===== src/hdl/pport_map.svh =====
// offsets, field positions, reset values and timing of the parallel port
// assumes an 11-bit byte address on the register port and a 250 MHz mclk_i
//
// Contract
// - status bit 5 reads the live media-empty input.
// - status bit 6 reads the live handshake input.
// - status bit 7 reads the inverted occupied input.
// - control bits 3:0 read back the strobe, autofeed, reset, select-in pin states.
// - in EPP mode hardware drives write and strobes; control writes override. The code ORs the control bits with the hardware strobes.
// - control bit 0 set drives strobe low, clear drives it high.
// - control bit 1 set drives autofeed low, clear drives it high.
// - control bit 2 clear drives peripheral reset low, set drives it high.
// - control bit 3 set drives select-in low, clear drives it high.
// - EPP pins driven only during an EPP cycle, inactive otherwise.
// - control bit 4 enables the handshake interrupt.
// - control bit 5 sets data direction; EPP cycles use access direction.
// - control bits 7:6 always read zero.
// - EPP address port access runs a hardware address cycle.
// - EPP data port access runs a hardware data cycle.
// - EPP ports work only in EPP mode.
// - mode bits 7:5 select output-only, bidirectional or EPP.
// - EPP transfer ends only when wait goes high; data is buffered. The code also ends the cycle when the mode leaves EPP.
// - no wait within timeout aborts the cycle and sets status bit 0.
// - pending bit goes low on handshake rise, high after status read.
// - output-only mode always drives the port data register.
`ifndef PPORT_MAP_SVH
`define PPORT_MAP_SVH
`define OFF_DATA 11'h000
`define OFF_STATUS 11'h001
`define OFF_CONTROL 11'h002
`define OFF_EPP_ADDR 11'h003
`define OFF_EPP_DATA_LO 11'h004
`define OFF_EPP_DATA_HI 11'h007
`define OFF_MODE 11'h402
`define CTL_STROBE 0
`define CTL_AUTOFEED 1
`define CTL_RESET 2
`define CTL_SELECT 3
`define CTL_IRQ_EN 4
`define CTL_DIR 5
`define MODE_LSB 5
`define MODE_OUTPUT_ONLY 3'h0
`define MODE_BIDIR 3'h1
`define MODE_EPP 3'h4
`define CONTROL_RESET 6'h00
`define MODE_REG_RESET 8'h01
`define DATA_RESET 8'h00
`define EPP_TIMEOUT_NS 10000
`define CLK_PERIOD_NS 4
`define EPP_TIMEOUT_CYC ((`EPP_TIMEOUT_NS + `CLK_PERIOD_NS - 1) / `CLK_PERIOD_NS)
`define TIMER_W 12
`endif


===== src/hdl/pport_pkg.sv =====
// types shared by the parallel port modules
// assumes pport_map.svh for the numbers
package pport_pkg;
  typedef enum logic [1:0] {
    EPP_IDLE = 2'b00,
    EPP_SETUP = 2'b01,
    EPP_STROBE = 2'b11,
    EPP_RELEASE = 2'b10
  } epp_state_e;
  typedef struct packed {
    logic occupied;
    logic handshake_n;
    logic media_empty_input;
    logic select_status;
    logic error_n;
  } periph_in_s;
  typedef struct packed {
    logic select_in_out;
    logic periph_reset_out;
    logic auto_linefeed_out;
    logic data_strobe_out;
  } ctrl_pins_s;
endpackage


===== src/hdl/edge_flag.sv =====
// sticky flag set by a rising edge, cleared by a pulse
// assumes level_i is synchronous to mclk_i
module edge_flag (
  input wire logic mclk_i,
  input wire logic rstn_i,
  input wire logic ce_i,
  input wire logic level_i,
  input wire logic clear_i,
  output logic flag_o
);
  logic prev_reg;
  logic flag_reg;
  wire rise = level_i & ~prev_reg;
  // prev resets high so a level already high is no edge
  always_ff @(posedge mclk_i or negedge rstn_i) begin
    if (!rstn_i) begin
      prev_reg <= 1'b1;
      flag_reg <= 1'b0;
    end else if (ce_i) begin
      prev_reg <= level_i;
      flag_reg <= rise | (flag_reg & ~clear_i);
    end
  end
  assign flag_o = flag_reg;
endmodule


===== src/hdl/epp_timer.sv =====
// EPP cycle timer: counts while enabled, flags expiry
// assumes en_i drops as soon as the cycle ends or aborts
`include "pport_map.svh"
module epp_timer (
  input wire logic mclk_i,
  input wire logic rstn_i,
  input wire logic ce_i,
  input wire logic en_i,
  output logic expired_o
);
  logic [`TIMER_W-1:0] cnt_reg;
  wire last = (cnt_reg == `TIMER_W'(`EPP_TIMEOUT_CYC - 1));
  // held at zero when disabled, so idle outside EPP cycles
  always_ff @(posedge mclk_i or negedge rstn_i) begin
    if (!rstn_i) begin
      cnt_reg <= '0;
    end else if (ce_i) begin
      if (!en_i) begin
        cnt_reg <= '0;
      end else if (!last) begin
        cnt_reg <= cnt_reg + `TIMER_W'(1);
      end
    end
  end
  assign expired_o = en_i & last;
endmodule


===== src/hdl/parallel_port_epp_control.sv =====
// parallel port with output-only, bidirectional and EPP modes
// assumes all pin inputs synchronous to mclk_i; the bench resolves the
// data lines from port_data_lines_o and port_data_lines_oe_o
`include "pport_map.svh"
module parallel_port_epp_control (
  input wire logic mclk_i,
  input wire logic rstn_i,
  input wire logic ce_i,
  input wire logic [10:0] addr_i,
  input wire logic [7:0] wdata_i,
  input wire logic wr_i,
  input wire logic rd_i,
  output logic [7:0] rdata_o,
  input wire pport_pkg::periph_in_s periph_i,
  input wire logic [7:0] port_data_lines_i,
  output logic [7:0] port_data_lines_o,
  output logic port_data_lines_oe_o,
  output pport_pkg::ctrl_pins_s pins_o,
  output logic irq_o
);
  import pport_pkg::*;

  function automatic logic is_epp_port(input logic [10:0] a);
    return (a >= `OFF_EPP_ADDR) && (a <= `OFF_EPP_DATA_HI);
  endfunction

  logic [7:0] data_reg;
  logic [5:0] ctrl_reg;
  logic [7:0] mode_reg;
  logic [7:0] wbyte_reg;
  logic [7:0] rbuf_reg;
  logic is_write_reg;
  logic is_addr_reg;
  epp_state_e state_reg;
  epp_state_e state_next;
  ctrl_pins_s pins_next;
  logic [7:0] rdata_next;
  logic [7:0] lines_next;
  logic lines_oe_next;
  logic irq_next;
  logic pending;
  logic timeout_flag;
  logic expired;

  // decode
  wire [2:0] mode = mode_reg[7:`MODE_LSB];
  wire epp_mode = (mode == `MODE_EPP);
  wire out_only = ~epp_mode & (mode != `MODE_BIDIR);
  wire wr_en = ce_i & wr_i;
  wire rd_en = ce_i & rd_i;
  wire wr_data = wr_en & (addr_i == `OFF_DATA);
  wire wr_ctrl = wr_en & (addr_i == `OFF_CONTROL);
  wire wr_mode = wr_en & (addr_i == `OFF_MODE);
  wire status_read = rd_en & (addr_i == `OFF_STATUS);
  wire epp_acc = (wr_i | rd_i) & is_epp_port(addr_i);
  wire idle = (state_reg == EPP_IDLE);
  wire cyc = ~idle;
  wire epp_start = ce_i & epp_mode & idle & epp_acc;
  wire wait_high = periph_i.occupied;
  wire strobing = (state_reg == EPP_STROBE);
  wire write_act = cyc & is_write_reg;
  wire dstb_act = strobing & ~is_addr_reg;
  wire astb_act = strobing & is_addr_reg;

  // timer off outside cycles
  // stopped once wait is seen, so an answer before the last timer cycle never flags a timeout; on that cycle expiry wins
  wire timing = epp_mode & ((state_reg == EPP_SETUP) | strobing);
  epp_timer u_timer (
    .mclk_i(mclk_i),
    .rstn_i(rstn_i),
    .ce_i(ce_i),
    .en_i(timing),
    .expired_o(expired)
  );

  edge_flag u_pending (
    .mclk_i(mclk_i),
    .rstn_i(rstn_i),
    .ce_i(ce_i),
    .level_i(periph_i.handshake_n),
    .clear_i(status_read),
    .flag_o(pending)
  );

  edge_flag u_timeout (
    .mclk_i(mclk_i),
    .rstn_i(rstn_i),
    .ce_i(ce_i),
    .level_i(expired),
    .clear_i(status_read),
    .flag_o(timeout_flag)
  );

  always_comb begin
    state_next = state_reg;
    unique case (state_reg)
      EPP_IDLE: begin
        if (epp_start) begin
          state_next = EPP_SETUP;
        end
      end
      EPP_SETUP: begin
        state_next = EPP_STROBE;
      end
      EPP_STROBE: begin
        if (expired || !epp_mode) begin
          state_next = EPP_IDLE;
        end else if (wait_high) begin
          state_next = EPP_RELEASE;
        end
      end
      EPP_RELEASE: begin
        state_next = EPP_IDLE;
      end
    endcase
  end

  assign pins_next.data_strobe_out = ~(ctrl_reg[`CTL_STROBE] | (epp_mode & write_act));
  assign pins_next.auto_linefeed_out = ~(ctrl_reg[`CTL_AUTOFEED] | (epp_mode & dstb_act));
  assign pins_next.periph_reset_out = ctrl_reg[`CTL_RESET];
  assign pins_next.select_in_out = ~(ctrl_reg[`CTL_SELECT] | (epp_mode & astb_act));

  assign lines_oe_next = out_only ? 1'b1 : ((epp_mode & cyc) ? is_write_reg : ~ctrl_reg[`CTL_DIR]);
  // a cycle cut short by a mode change must not leak its byte
  assign lines_next = (epp_mode & write_act) ? wbyte_reg : data_reg;
  assign irq_next = ctrl_reg[`CTL_IRQ_EN] & pending;

  wire [7:0] status_val = {
    ~periph_i.occupied,
    periph_i.handshake_n,
    periph_i.media_empty_input,
    periph_i.select_status,
    periph_i.error_n,
    ~pending,
    1'b1,
    epp_mode ? timeout_flag : 1'b1
  };
  wire [7:0] ctrl_val = {
    2'b00,
    ctrl_reg[`CTL_DIR],
    ctrl_reg[`CTL_IRQ_EN],
    ~pins_o.select_in_out,
    pins_o.periph_reset_out,
    ~pins_o.auto_linefeed_out,
    ~pins_o.data_strobe_out
  };
  wire [7:0] epp_val = epp_mode ? rbuf_reg : 8'h00;
  assign rdata_next =
    (addr_i == `OFF_DATA) ? port_data_lines_i :
    (addr_i == `OFF_STATUS) ? status_val :
    (addr_i == `OFF_CONTROL) ? ctrl_val :
    is_epp_port(addr_i) ? epp_val :
    (addr_i == `OFF_MODE) ? mode_reg : 8'h00;

  // software registers
  always_ff @(posedge mclk_i or negedge rstn_i) begin
    if (!rstn_i) begin
      data_reg <= `DATA_RESET;
      ctrl_reg <= `CONTROL_RESET;
      mode_reg <= `MODE_REG_RESET;
    end else begin
      if (wr_data) begin
        data_reg <= wdata_i;
      end
      if (wr_ctrl) begin
        ctrl_reg <= wdata_i[5:0];
      end
      if (wr_mode) begin
        mode_reg <= wdata_i;
      end
    end
  end

  always_ff @(posedge mclk_i or negedge rstn_i) begin
    if (!rstn_i) begin
      state_reg <= EPP_IDLE;
      wbyte_reg <= 8'h00;
      is_write_reg <= 1'b0;
      is_addr_reg <= 1'b0;
    end else if (ce_i) begin
      state_reg <= state_next;
      if (epp_start) begin
        wbyte_reg <= wdata_i;
        is_write_reg <= wr_i;
        is_addr_reg <= (addr_i == `OFF_EPP_ADDR);
      end
    end
  end

  always_ff @(posedge mclk_i or negedge rstn_i) begin
    if (!rstn_i) begin
      rbuf_reg <= 8'h00;
    end else if (ce_i && strobing && wait_high && !is_write_reg && !expired && epp_mode) begin
      rbuf_reg <= port_data_lines_i;
    end
  end

  // outputs all registered
  always_ff @(posedge mclk_i or negedge rstn_i) begin
    if (!rstn_i) begin
      pins_o <= '{select_in_out: 1'b1, periph_reset_out: 1'b0,
                 auto_linefeed_out: 1'b1, data_strobe_out: 1'b1};
      port_data_lines_o <= 8'h00;
      port_data_lines_oe_o <= 1'b1;
      irq_o <= 1'b0;
      rdata_o <= 8'h00;
    end else if (ce_i) begin
      pins_o <= pins_next;
      port_data_lines_o <= lines_next;
      port_data_lines_oe_o <= lines_oe_next;
      irq_o <= irq_next;
      rdata_o <= rd_i ? rdata_next : 8'h00;
    end
  end
endmodule


===== config.mk =====
export PLATFORM = sky130hd
export DESIGN_NAME = parallel_port_epp_control
export DESIGN_NICKNAME = d
export VERILOG_FILES = /design/src/hdl/pport_pkg.sv /design/src/hdl/edge_flag.sv /design/src/hdl/epp_timer.sv /design/src/hdl/parallel_port_epp_control.sv
export VERILOG_INCLUDE_DIRS = /design/src /design/src/hdl
export SDC_FILE = /design/constraint.sdc
export NUM_CORES = 1
export LEC_CHECK = 0
export ABC_AREA = 1
export BUFFER_PORTS_ARGS = -buffer_cell sky130_fd_sc_hd__buf_2
export CAP_MARGIN = 20
export CORE_UTILIZATION = 40
export CTS_BUF_LIST = sky130_fd_sc_hd__clkbuf_4
export DETAILED_ROUTE_END_ITERATION = 16
export MAX_ROUTING_LAYER = met4
export PLACE_DENSITY = 0.63
export SYNTH_ARGS = -nofsm -noshare
export SYNTH_HDL_FRONTEND = slang
export SYNTH_HIERARCHICAL = 1
export SYNTH_SLANG_ARGS = --single-unit

===== constraint.sdc =====
create_clock -name mclk_i -period 3.3 [get_ports mclk_i]
set_clock_uncertainty 0.2 [all_clocks]
set_input_delay 0.495 -clock mclk_i [delete_from_list [all_inputs] [get_ports mclk_i]]
set_output_delay 0.495 -clock mclk_i [all_outputs]
set_load 0.01 [all_outputs]

==> reports/metrics.cfg, run 1 <==
[timing]
setup_tns_ns=0
fin_crit_sh_pct=77.8
relSlewSlack_pct=64.8
fmax_ghz=0.389
setup_viol=0
worst_pin_slew_ns=0.526
drv_slew=0
hold_viol_final=0
rsz0062_at_grt=no
fin_crit_ns=2.57

[floorplanning]
die_w_um=104
io_pins=59
start_util_pct=42.0
dieArea_sq_um=10900
fp.coreArea_sq_um=9950
rows=36
die_y_um=104

[layout]
final_cell_mix=165 x nand2_1, 73 x dfrtp_1, 57 x buf_2
fin_util_pct=47.8
final_area_sq_um=4760
final_common_cell=nand2_1
layout.cells.non_filler=719
n_antenna_cell=0
drive_gt1_share_pct=23.7
nFillCells=993
fin_nets=619
regArea_sq_um=2010
area_growth_pct=13.8
largest_reg_flops=12
multi_input_area_sq_um=1840

[worst_setup_path]
crit_slowest_cell=dfrtp_1
start_kind=flop
worst_r2r_path_depth=14
crit_path_max_fanout=16
cp-end-kind=flop
cpMostUsedCell=nor2_1
path_cells=nor2_1 > nand2_2 > nor2_1 > buf_4 > nand2_1 > nor2_2 > nand3_4 > inv_1 > nor2_1 > nand3_1 > inv_1 > nand4_2 > nand2_1 > o21ai_2
cp.arrival_ns=2.70
required_ns=3.43
crit_type=flop to flop
max_stage_delay_ns=0.42

[logic_synthesis]
synth_area_leader_cell=dfrtp_1
synth_fp_nets=559
synth_top_cell_area_share_pct=43.7
yosysWarnings=6
ys_seq_area_share_pct=48.1
avgSynthCellArea_sq_um=8.03
async_flop_share_pct=100
ys_ff_latch=80
synth_edf_count=0
syn-instance-count=521
synthesis.area_sq_um=4180
yosysUniqueCellTypes=40
synth_ff_type=dfrtp_1
ys_top_cells_by_area=dfrtp_1 44%, nand2_1 15%, o21ai_0 5.4%

[clock_tree]
cts_resized=0
cts.clk_slew.worst_paths_ns=0.14
hold_buffers=0
htree_levels=3
clockBufferDepth=2
cts_root_buf=clkbuf_4
cts_setup_buffers=0
clk_latency_ns=0.45
cts_made_buffers=9
clock_sinks=80
cts_tree=built

[routing]
drc=0
dr.pass1.iters=5
viasPerCell=4.86
antenna_left=0
routedWlPerCell_um=13.8
drt_iter0_markers=216
wirelength_um=9920
vias=3494

[power_and_ir_drop]
ir_drop_v=0.000299
leakage_nw=2.45
p_per_area_nw_per_um2=390

[global_routing]
grtUsageTotal_pct=20.6
grt_antenna_before_repair=0
grt_max_degree=81
grt_overflow=0
grt_pass1_vias=3258
grt_pass1_wl_um=16800

[placement]
dpl.hpwl_um=7070
post-place-cells=701
placed_cell_area_sq_um=4560
gp_congestion=0.877
portBuffers=58

[worst_hold_path]
worst_hold_path.num_cells=3
hold_class=input pin to flop

[job]
drv.max_cap_violation_count=0

[run_status]
outcome=completed

[worst max-delay path, delay by kind of cell (launching register included)]
kind | cells | cell delay, ns
AO/OA/AOI/OAI | 1 | 0.07
flip-flops | 1 | 0.42
AND/OR/NAND/NOR | 10 | 1.44
buffers and inverters | 3 | 0.33
[logic make-up (layout without fill, tap and decap cells)]
kind of cell	after synthesis	count (layout)	share of synthesized area, %
DFF	80	80	48.1
adders and majority gates	1	1	0.299
AOI/OAI and AO/OA	90	90	13.5
xor gates and xnor gates	3	3	0.628
buffers and inverters	74	139	7.95
and+or+nand+nor	273	273	29.6
[metrics by stage]
stage | total power [mW] | hold WS (ns) | worst slack [ns]
2_1_floorplan | 1.12 | -0.000591 | 1.17
3_3_place_gp | 1.20 | 0.209 | 0.844
3_5_place_dp | 1.20 | 0.212 | 0.767
4_1_cts | 1.88 | 0.0156 | 0.722
5_1_grt | 1.94 | 0.0304 | 0.448
6_report | 1.86 | 0.0719 | 0.733
[cell usage after synthesis (2+ instances only)]
library cell,count
nand2_1,165
dfrtp_1,73
inv_1,53
o21ai_0,45
nor2_1,41
nand3_1,26
o21ai_2,21
o21ai_1,15
nand4_1,13
dfstp_2,7
inv_2,6
nand2_2,6
nor2_2,5
buf_2,4
buf_6,4
nand2_4,4
clkbuf_1,3
o31ai_1,3
buf_4,2
nand3_4,2
nand3b_1,2
nor2_4,2
xor2_1,2
[layout make-up]
cell class	count	share of cell area [%]
clock buffer	9	1.42
clock inverter	7	2.00
inverter	60	4.76
multi-input combinational	367	38.7
sequential	80	42.2
tap	133	3.50
timing repair buffer	63	7.41
[metal layers]
layer	wire length [um]	vias up	global-route usage, %	share of wire [%]
met1	4860	1590	28.6	49
met2	4440	89	29.6	45
li1	-	1801	-	-
met5	0	-	-	0
met3	473	14	5.39	4.8
met4	150	0	5.61	1.5
[final timing paths]
path,startpoint,endpoint,slack (ns)
worst max-delay path,mode_reg[5],rbuf_reg[6],0.73
worst min register to register,ctrl_reg[0],pins_o[0],0.23
max in group asynchronous,rstn_i,pins_o[0],1.95
min in group asynchronous,rstn_i,u_timer/cnt_reg[5],0.31
worst max register to register,mode_reg[5],rbuf_reg[6],0.73
worst min-delay path,wr_i,is_write_reg,0.07
[where the power goes]
part | switching (mW) | internal [mW] | total [mW]
sequential | 0.0225 | 1.00 | 1.02
clock | 0.361 | 0.308 | 0.669
combinational | 0.113 | 0.0506 | 0.163
(Power assumes the default switching activity.)
==> run 2: changes to the inputs <==
--- a/config.mk
+++ b/config.mk
@@ -13,7 +13,7 @@
 export CTS_BUF_LIST = sky130_fd_sc_hd__clkbuf_4
 export DETAILED_ROUTE_END_ITERATION = 16
 export MAX_ROUTING_LAYER = met4
-export PLACE_DENSITY = 0.63
+export PLACE_DENSITY = 0.65
 export SYNTH_ARGS = -nofsm -noshare
 export SYNTH_HDL_FRONTEND = slang
 export SYNTH_HIERARCHICAL = 1
==> constraint.sdc (replaced) <==
create_clock -name mclk_i -period 2.1 [get_ports mclk_i]
set_clock_uncertainty 0.2 [all_clocks]
set_input_delay 0.315 -clock mclk_i [delete_from_list [all_inputs] [get_ports mclk_i]]
set_output_delay 0.315 -clock mclk_i [all_outputs]
set_load 0.01 [all_outputs]
==> run 2 against run 1 <==
Compared with the run above: power grew 67%; via count up 7.2%; non-clock buffer count is 38 higher; first-iteration DRC count rose by 16%; flip-flop and latch count is the same; clock-buffer cell count grew 2; critical path type is now input pin to flop; critical endpoint is now wbyte_reg[1]; largest power group unchanged.
==> reports/metrics.cfg, run 2 (synthesized netlist as in run 1, its figures left out) <==
[run_status]
outcome=completed

[global_routing]
grt_max_degree=39
grt_pass1_wl_um=17800
grtUsageTotal_pct=21.3
grt_antenna_before_repair=0
grt_pass1_vias=3588
grt_overflow=0

[floorplanning]
rows=36
io_pins=59
fp.coreArea_sq_um=9950
die_y_um=104
start_util_pct=42.0
dieArea_sq_um=10900
die_w_um=104

[routing]
wirelength_um=10600
viasPerCell=4.95
antenna_left=0
routedWlPerCell_um=14.1
drc=0
drt_iter0_markers=251
vias=3744
dr.pass1.iters=5

[placement]
portBuffers=58
gp_congestion=0.902
post-place-cells=713
dpl.hpwl_um=7750

[clock_tree]
htree_levels=3
cts_made_buffers=9
clk_latency_ns=0.43
cts_root_buf=clkbuf_4
cts_tree=built
cts.clk_slew.worst_paths_ns=0.14
clockBufferDepth=2
clock_sinks=80

[layout]
drive_gt1_share_pct=26.8
fin_nets=657
regArea_sq_um=2010
layout.cells.non_filler=757
n_antenna_cell=0
largest_reg_flops=12
area_growth_pct=23.6
multi_input_area_sq_um=1890
final_common_cell=nand2_1
final_cell_mix=162 x nand2_1, 73 x dfrtp_1, 57 x buf_2
nFillCells=998

[worst_setup_path]
cp.arrival_ns=2.08
r2r-start=u_timer/cnt_reg[0]
crit_slowest_cell=dlygate4sd3_1
start_kind=input pin
worst_r2r_path_depth=12
path_cells=dlygate4sd3_1 > buf_2 > nand2_2 > a21oi_4 > nand2_2 > nor2_2 > nand3_2 > buf_4 > nand2_1 > o21ai_1
cpMostUsedCell=nand2_2
crit_path_max_fanout=18
startpoint=addr_i[1]
r2r-end=rbuf_reg[0]
required_ns=2.21
path_buf_inv=3
r2r_setup_slack_ns=0.14
crit_type=input pin to flop
crit_family=buffers and inverters
max_stage_delay_ns=0.53
cp-end-kind=flop

[timing]
setup_viol=0
worst_pin_slew_ns=0.613
relSlewSlack_pct=59.1
fin_crit_ns=1.96
hold_viol_final=0
fmax_ghz=0.509
fin_crit_sh_pct=93.5
drv_slew=0

[power_and_ir_drop]
p_per_area_nw_per_um2=600
total_power_mw=3.10
ir_drop_v=0.000387
leakage_nw=2.63

[worst_hold_path]
min_from=wdata_i[3]
holdPathEnd=wbyte_reg[3]
worst_hold_path.num_cells=3
hold_class=input pin to flop

[job]
drv.max_cap_violation_count=0

[run 2: repair_timing]
action,4_1_cts,5_1_grt
setup buffers,1,7
gates resized for setup,1,6
endpoints found under the setup margin,3,22
pin swaps,0,5
gates cloned,0,0
hold buffers,20,0
endpoints found under the hold margin,98,0
[run 2: report_power, final]
| group | internal, mW | switching (mW) |
|---|---|---|
| Sequential | 1.57 | 0.0370 |
| Clock | 0.632 | 0.559 |
| Combinational | 0.109 | 0.192 |
[run 2: tightest hold or removal path, delay by kind of cell]
kind / cells / cell delay [ns]
compound gates: 1 / 0.14
buf+inv: 2 / 0.16
[run 2: how the worst max path moves through the flow]
stage                         to  depth (start not counted)
CTS                 state_reg[0]                         14
global route         rbuf_reg[5]                         12
global placement    state_reg[0]                         14
finish              wbyte_reg[1]                         10
floorplan           state_reg[0]                         15
detailed placement  state_reg[0]                         14
[run 2: stage by stage]
step                area, sq um  worst slack [ns]  util [%]  TNS [ns]  hold WS [ns]
CTS                        5080           0.00936      51.0         0       0.00202
finish                     5170             0.136      51.9         0        0.0215
global route               5170          -0.00528      51.9   -0.0103        0.0129
floorplan                  4200           0.00464         -         0        -0.181
global placement           4680            0.0747      47.0         0        0.0486
detailed placement         4680           -0.0110      47.0   -0.0110        0.0561
[run 2: layer usage]
layer / wire, um / vias up / track usage, %
met1: 4990 / 1752 / 28.5
met3: 544 / 15 / 4.57
met4: 124 / 0 / 5.20
met2: 4990 / 111 / 32.8
li1: - / 1866 / -
met5: 0 / - / -
[run 2: area by class of cell]
| type | instances | share of cell area (%) |
|---|---|---|
| Timing Repair Buffer | 101 | 13.4 |
| Tap cell | 133 | 3.22 |
| Sequential cell | 80 | 38.9 |
| Clock buffer | 11 | 1.60 |
| Inverter | 60 | 4.38 |
| Multi-Input combinational cell | 367 | 36.5 |
| Clock inverter | 5 | 2.06 |
==> run 3: changes to the inputs <==
--- a/config.mk
+++ b/config.mk
@@ -10,10 +10,8 @@
 export BUFFER_PORTS_ARGS = -buffer_cell sky130_fd_sc_hd__buf_2
 export CAP_MARGIN = 20
 export CORE_UTILIZATION = 40
-export CTS_BUF_LIST = sky130_fd_sc_hd__clkbuf_4
 export DETAILED_ROUTE_END_ITERATION = 16
 export MAX_ROUTING_LAYER = met4
-export PLACE_DENSITY = 0.65
 export SYNTH_ARGS = -nofsm -noshare
 export SYNTH_HDL_FRONTEND = slang
 export SYNTH_HIERARCHICAL = 1
==> run 3 against run 2 <==
Compared with the run above: first-iteration DRC count fell by 23%; utilization fell by 1.1 points; cell count fell by 2.4%; flip-flop and latch count did not move; register-to-register slack improved by 0.02 ns; hold slack got worse by 0.011 ns; sequential power barely moved; largest cell class unchanged; largest power group unchanged; highest routed layer unchanged.
==> reports/metrics.cfg, run 3 (synthesized netlist as in run 1, its figures left out) <==
[routing]
dr_wl_met3_um=495
maxUsedRoutingLayer=met4
wirelength_um=10300
routedWlPerCell_um=13.9
drc=0
dr.pass1.iters=5
antenna_left=0
drt_iter0_markers=193
met1_length_um=5070
met2RoutedLength_um=4650
vias=3564
viasPerCell=4.82

[timing]
setup_viol=0
fin_crit_sh_pct=92.6
setup_tns_ns=0
drv_slew=0
fmax_ghz=0.514
relSlewSlack_pct=64.2
fin_crit_ns=1.94
hold_viol_final=0
hold-worst-slack_ns=0.0109
rsz0062_at_grt=yes
worst_pin_slew_ns=0.536

[floorplanning]
die_y_um=104
start_util_pct=42.0
fp.coreArea_sq_um=9950
rows=36
io_pins=59
die_w_um=104
dieArea_sq_um=10900

[worst_setup_path]
crit_type=flop to flop
cp.arrival_ns=1.98
cp-end-kind=flop
start_kind=flop
crit_path_max_fanout=5
r2r-start=mode_reg[5]
required_ns=2.14
startpoint=mode_reg[5]

[global_routing]
grt_max_degree=31
grt_pass1_vias=3445
grt_overflow=0
grt_antenna_before_repair=0
grt_pass1_wl_um=17500
grtUsageTotal_pct=21.0

[clock_tree]
clockBufferDepth=2
cts_root_buf=clkbuf_8
cts.clk_slew.worst_paths_ns=0.09
clock_sinks=80
cts_tree=built
cts_made_buffers=9
clk_latency_ns=0.36
htree_levels=3

[power_and_ir_drop]
p_per_area_nw_per_um2=651
leakage_nw=2.58
ir_drop_v=0.000374

[placement]
gp_congestion=0.847
portBuffers=58
dpl.hpwl_um=7650
post-place-cells=716
placed_cell_area_sq_um=4720

[layout]
final_common_cell=nand2_1
area_growth_pct=20.9
final_area_sq_um=5060
n_antenna_cell=0
fin_nets=639
largest_reg_flops=12
layout.cells.non_filler=739
final_cell_mix=163 x nand2_1, 73 x dfrtp_1, 57 x buf_2
drive_gt1_share_pct=26.6
fin_util_pct=50.8
nFillCells=985

[worst_hold_path]
min_from=wr_i
hold_class=input pin to flop

[job]
drv.max_cap_violation_count=0

[run_status]
outcome=completed

run 3: cell count changes in the layout (fill, tap and decap cells not counted), sizes merged:
cell	delta
buf	-3
clkbuf	-1
dlygate4sd3	-15
inv	+1
run 3: area by class of cell:
| cell class | count | area (sq um) | share of cell area (%) |
|---|---|---|---|
| timing repair buffer | 83 | 531 | 10.5 |
| inverter | 60 | 226 | 4.48 |
| tap | 133 | 166 | 3.29 |
| multi-input combinational | 367 | 1880 | 37.2 |
| clock buffer | 10 | 128 | 2.52 |
| sequential | 80 | 2010 | 39.8 |
| clock inverter | 6 | 115 | 2.28 |
run 3: worst paths after layout:
kind | to | slack (ns) | cells after the start
min reg2reg | pins_o[0] | 0.23 | 1
max reg2reg | state_reg[0] | 0.16 | 14
max | state_reg[0] | 0.16 | 14
min in group asynchronous | u_timer/cnt_reg[4] | 0.23 | 2
min | is_write_reg | 0.01 | 3
max in group asynchronous | u_pending/prev_reg | 0.84 | 3
run 3: timing repair:
action / in CTS / in global routing
buffers inserted: 0 / 2
hold endpoints to repair: 30 / 0
hold buffers: 5 / 0
resized for setup: 0 / 5
endpoints found under the setup margin: 0 / 10
run 3: worst max-delay path: stages, from the launching register on:
cell and delay, ns:
dfrtp_1 0.39, nor2_2 0.11, nand2_2 0.08, nor2_4 0.12
nand2_2 0.08, nor2_4 0.10, nand3_4 0.11, inv_2 0.09
nor2_1 0.04, nand3_1 0.11, inv_2 0.07, a21oi_4 0.14
nand2_2 0.08, nand2_1 0.06, o21ai_1 0.06
run 3: power breakdown:
part / internal [mW] / total [mW] / switching (mW)
combinational: 0.102 / 0.300 / 0.197
sequential: 1.57 / 1.60 / 0.0259
clock: 0.797 / 1.39 / 0.596
total: 2.47 / 3.29 / 0.819
run 3: through the flow:
stage	total power, mW	setup slack [ns]
6_report	3.29	0.155
5_1_grt	3.43	-0.0463
4_1_cts	3.32	0.0120
3_5_place_dp	1.91	0.0179
3_3_place_gp	1.91	0.0721
2_1_floorplan	1.76	0.00464
run 3: routing by layer:
layer,GRT usage (%),vias up
met5,-,-
met4,5.41,0
met3,4.32,7
met2,31.6,87
met1,28.7,1636
li1,-,1834
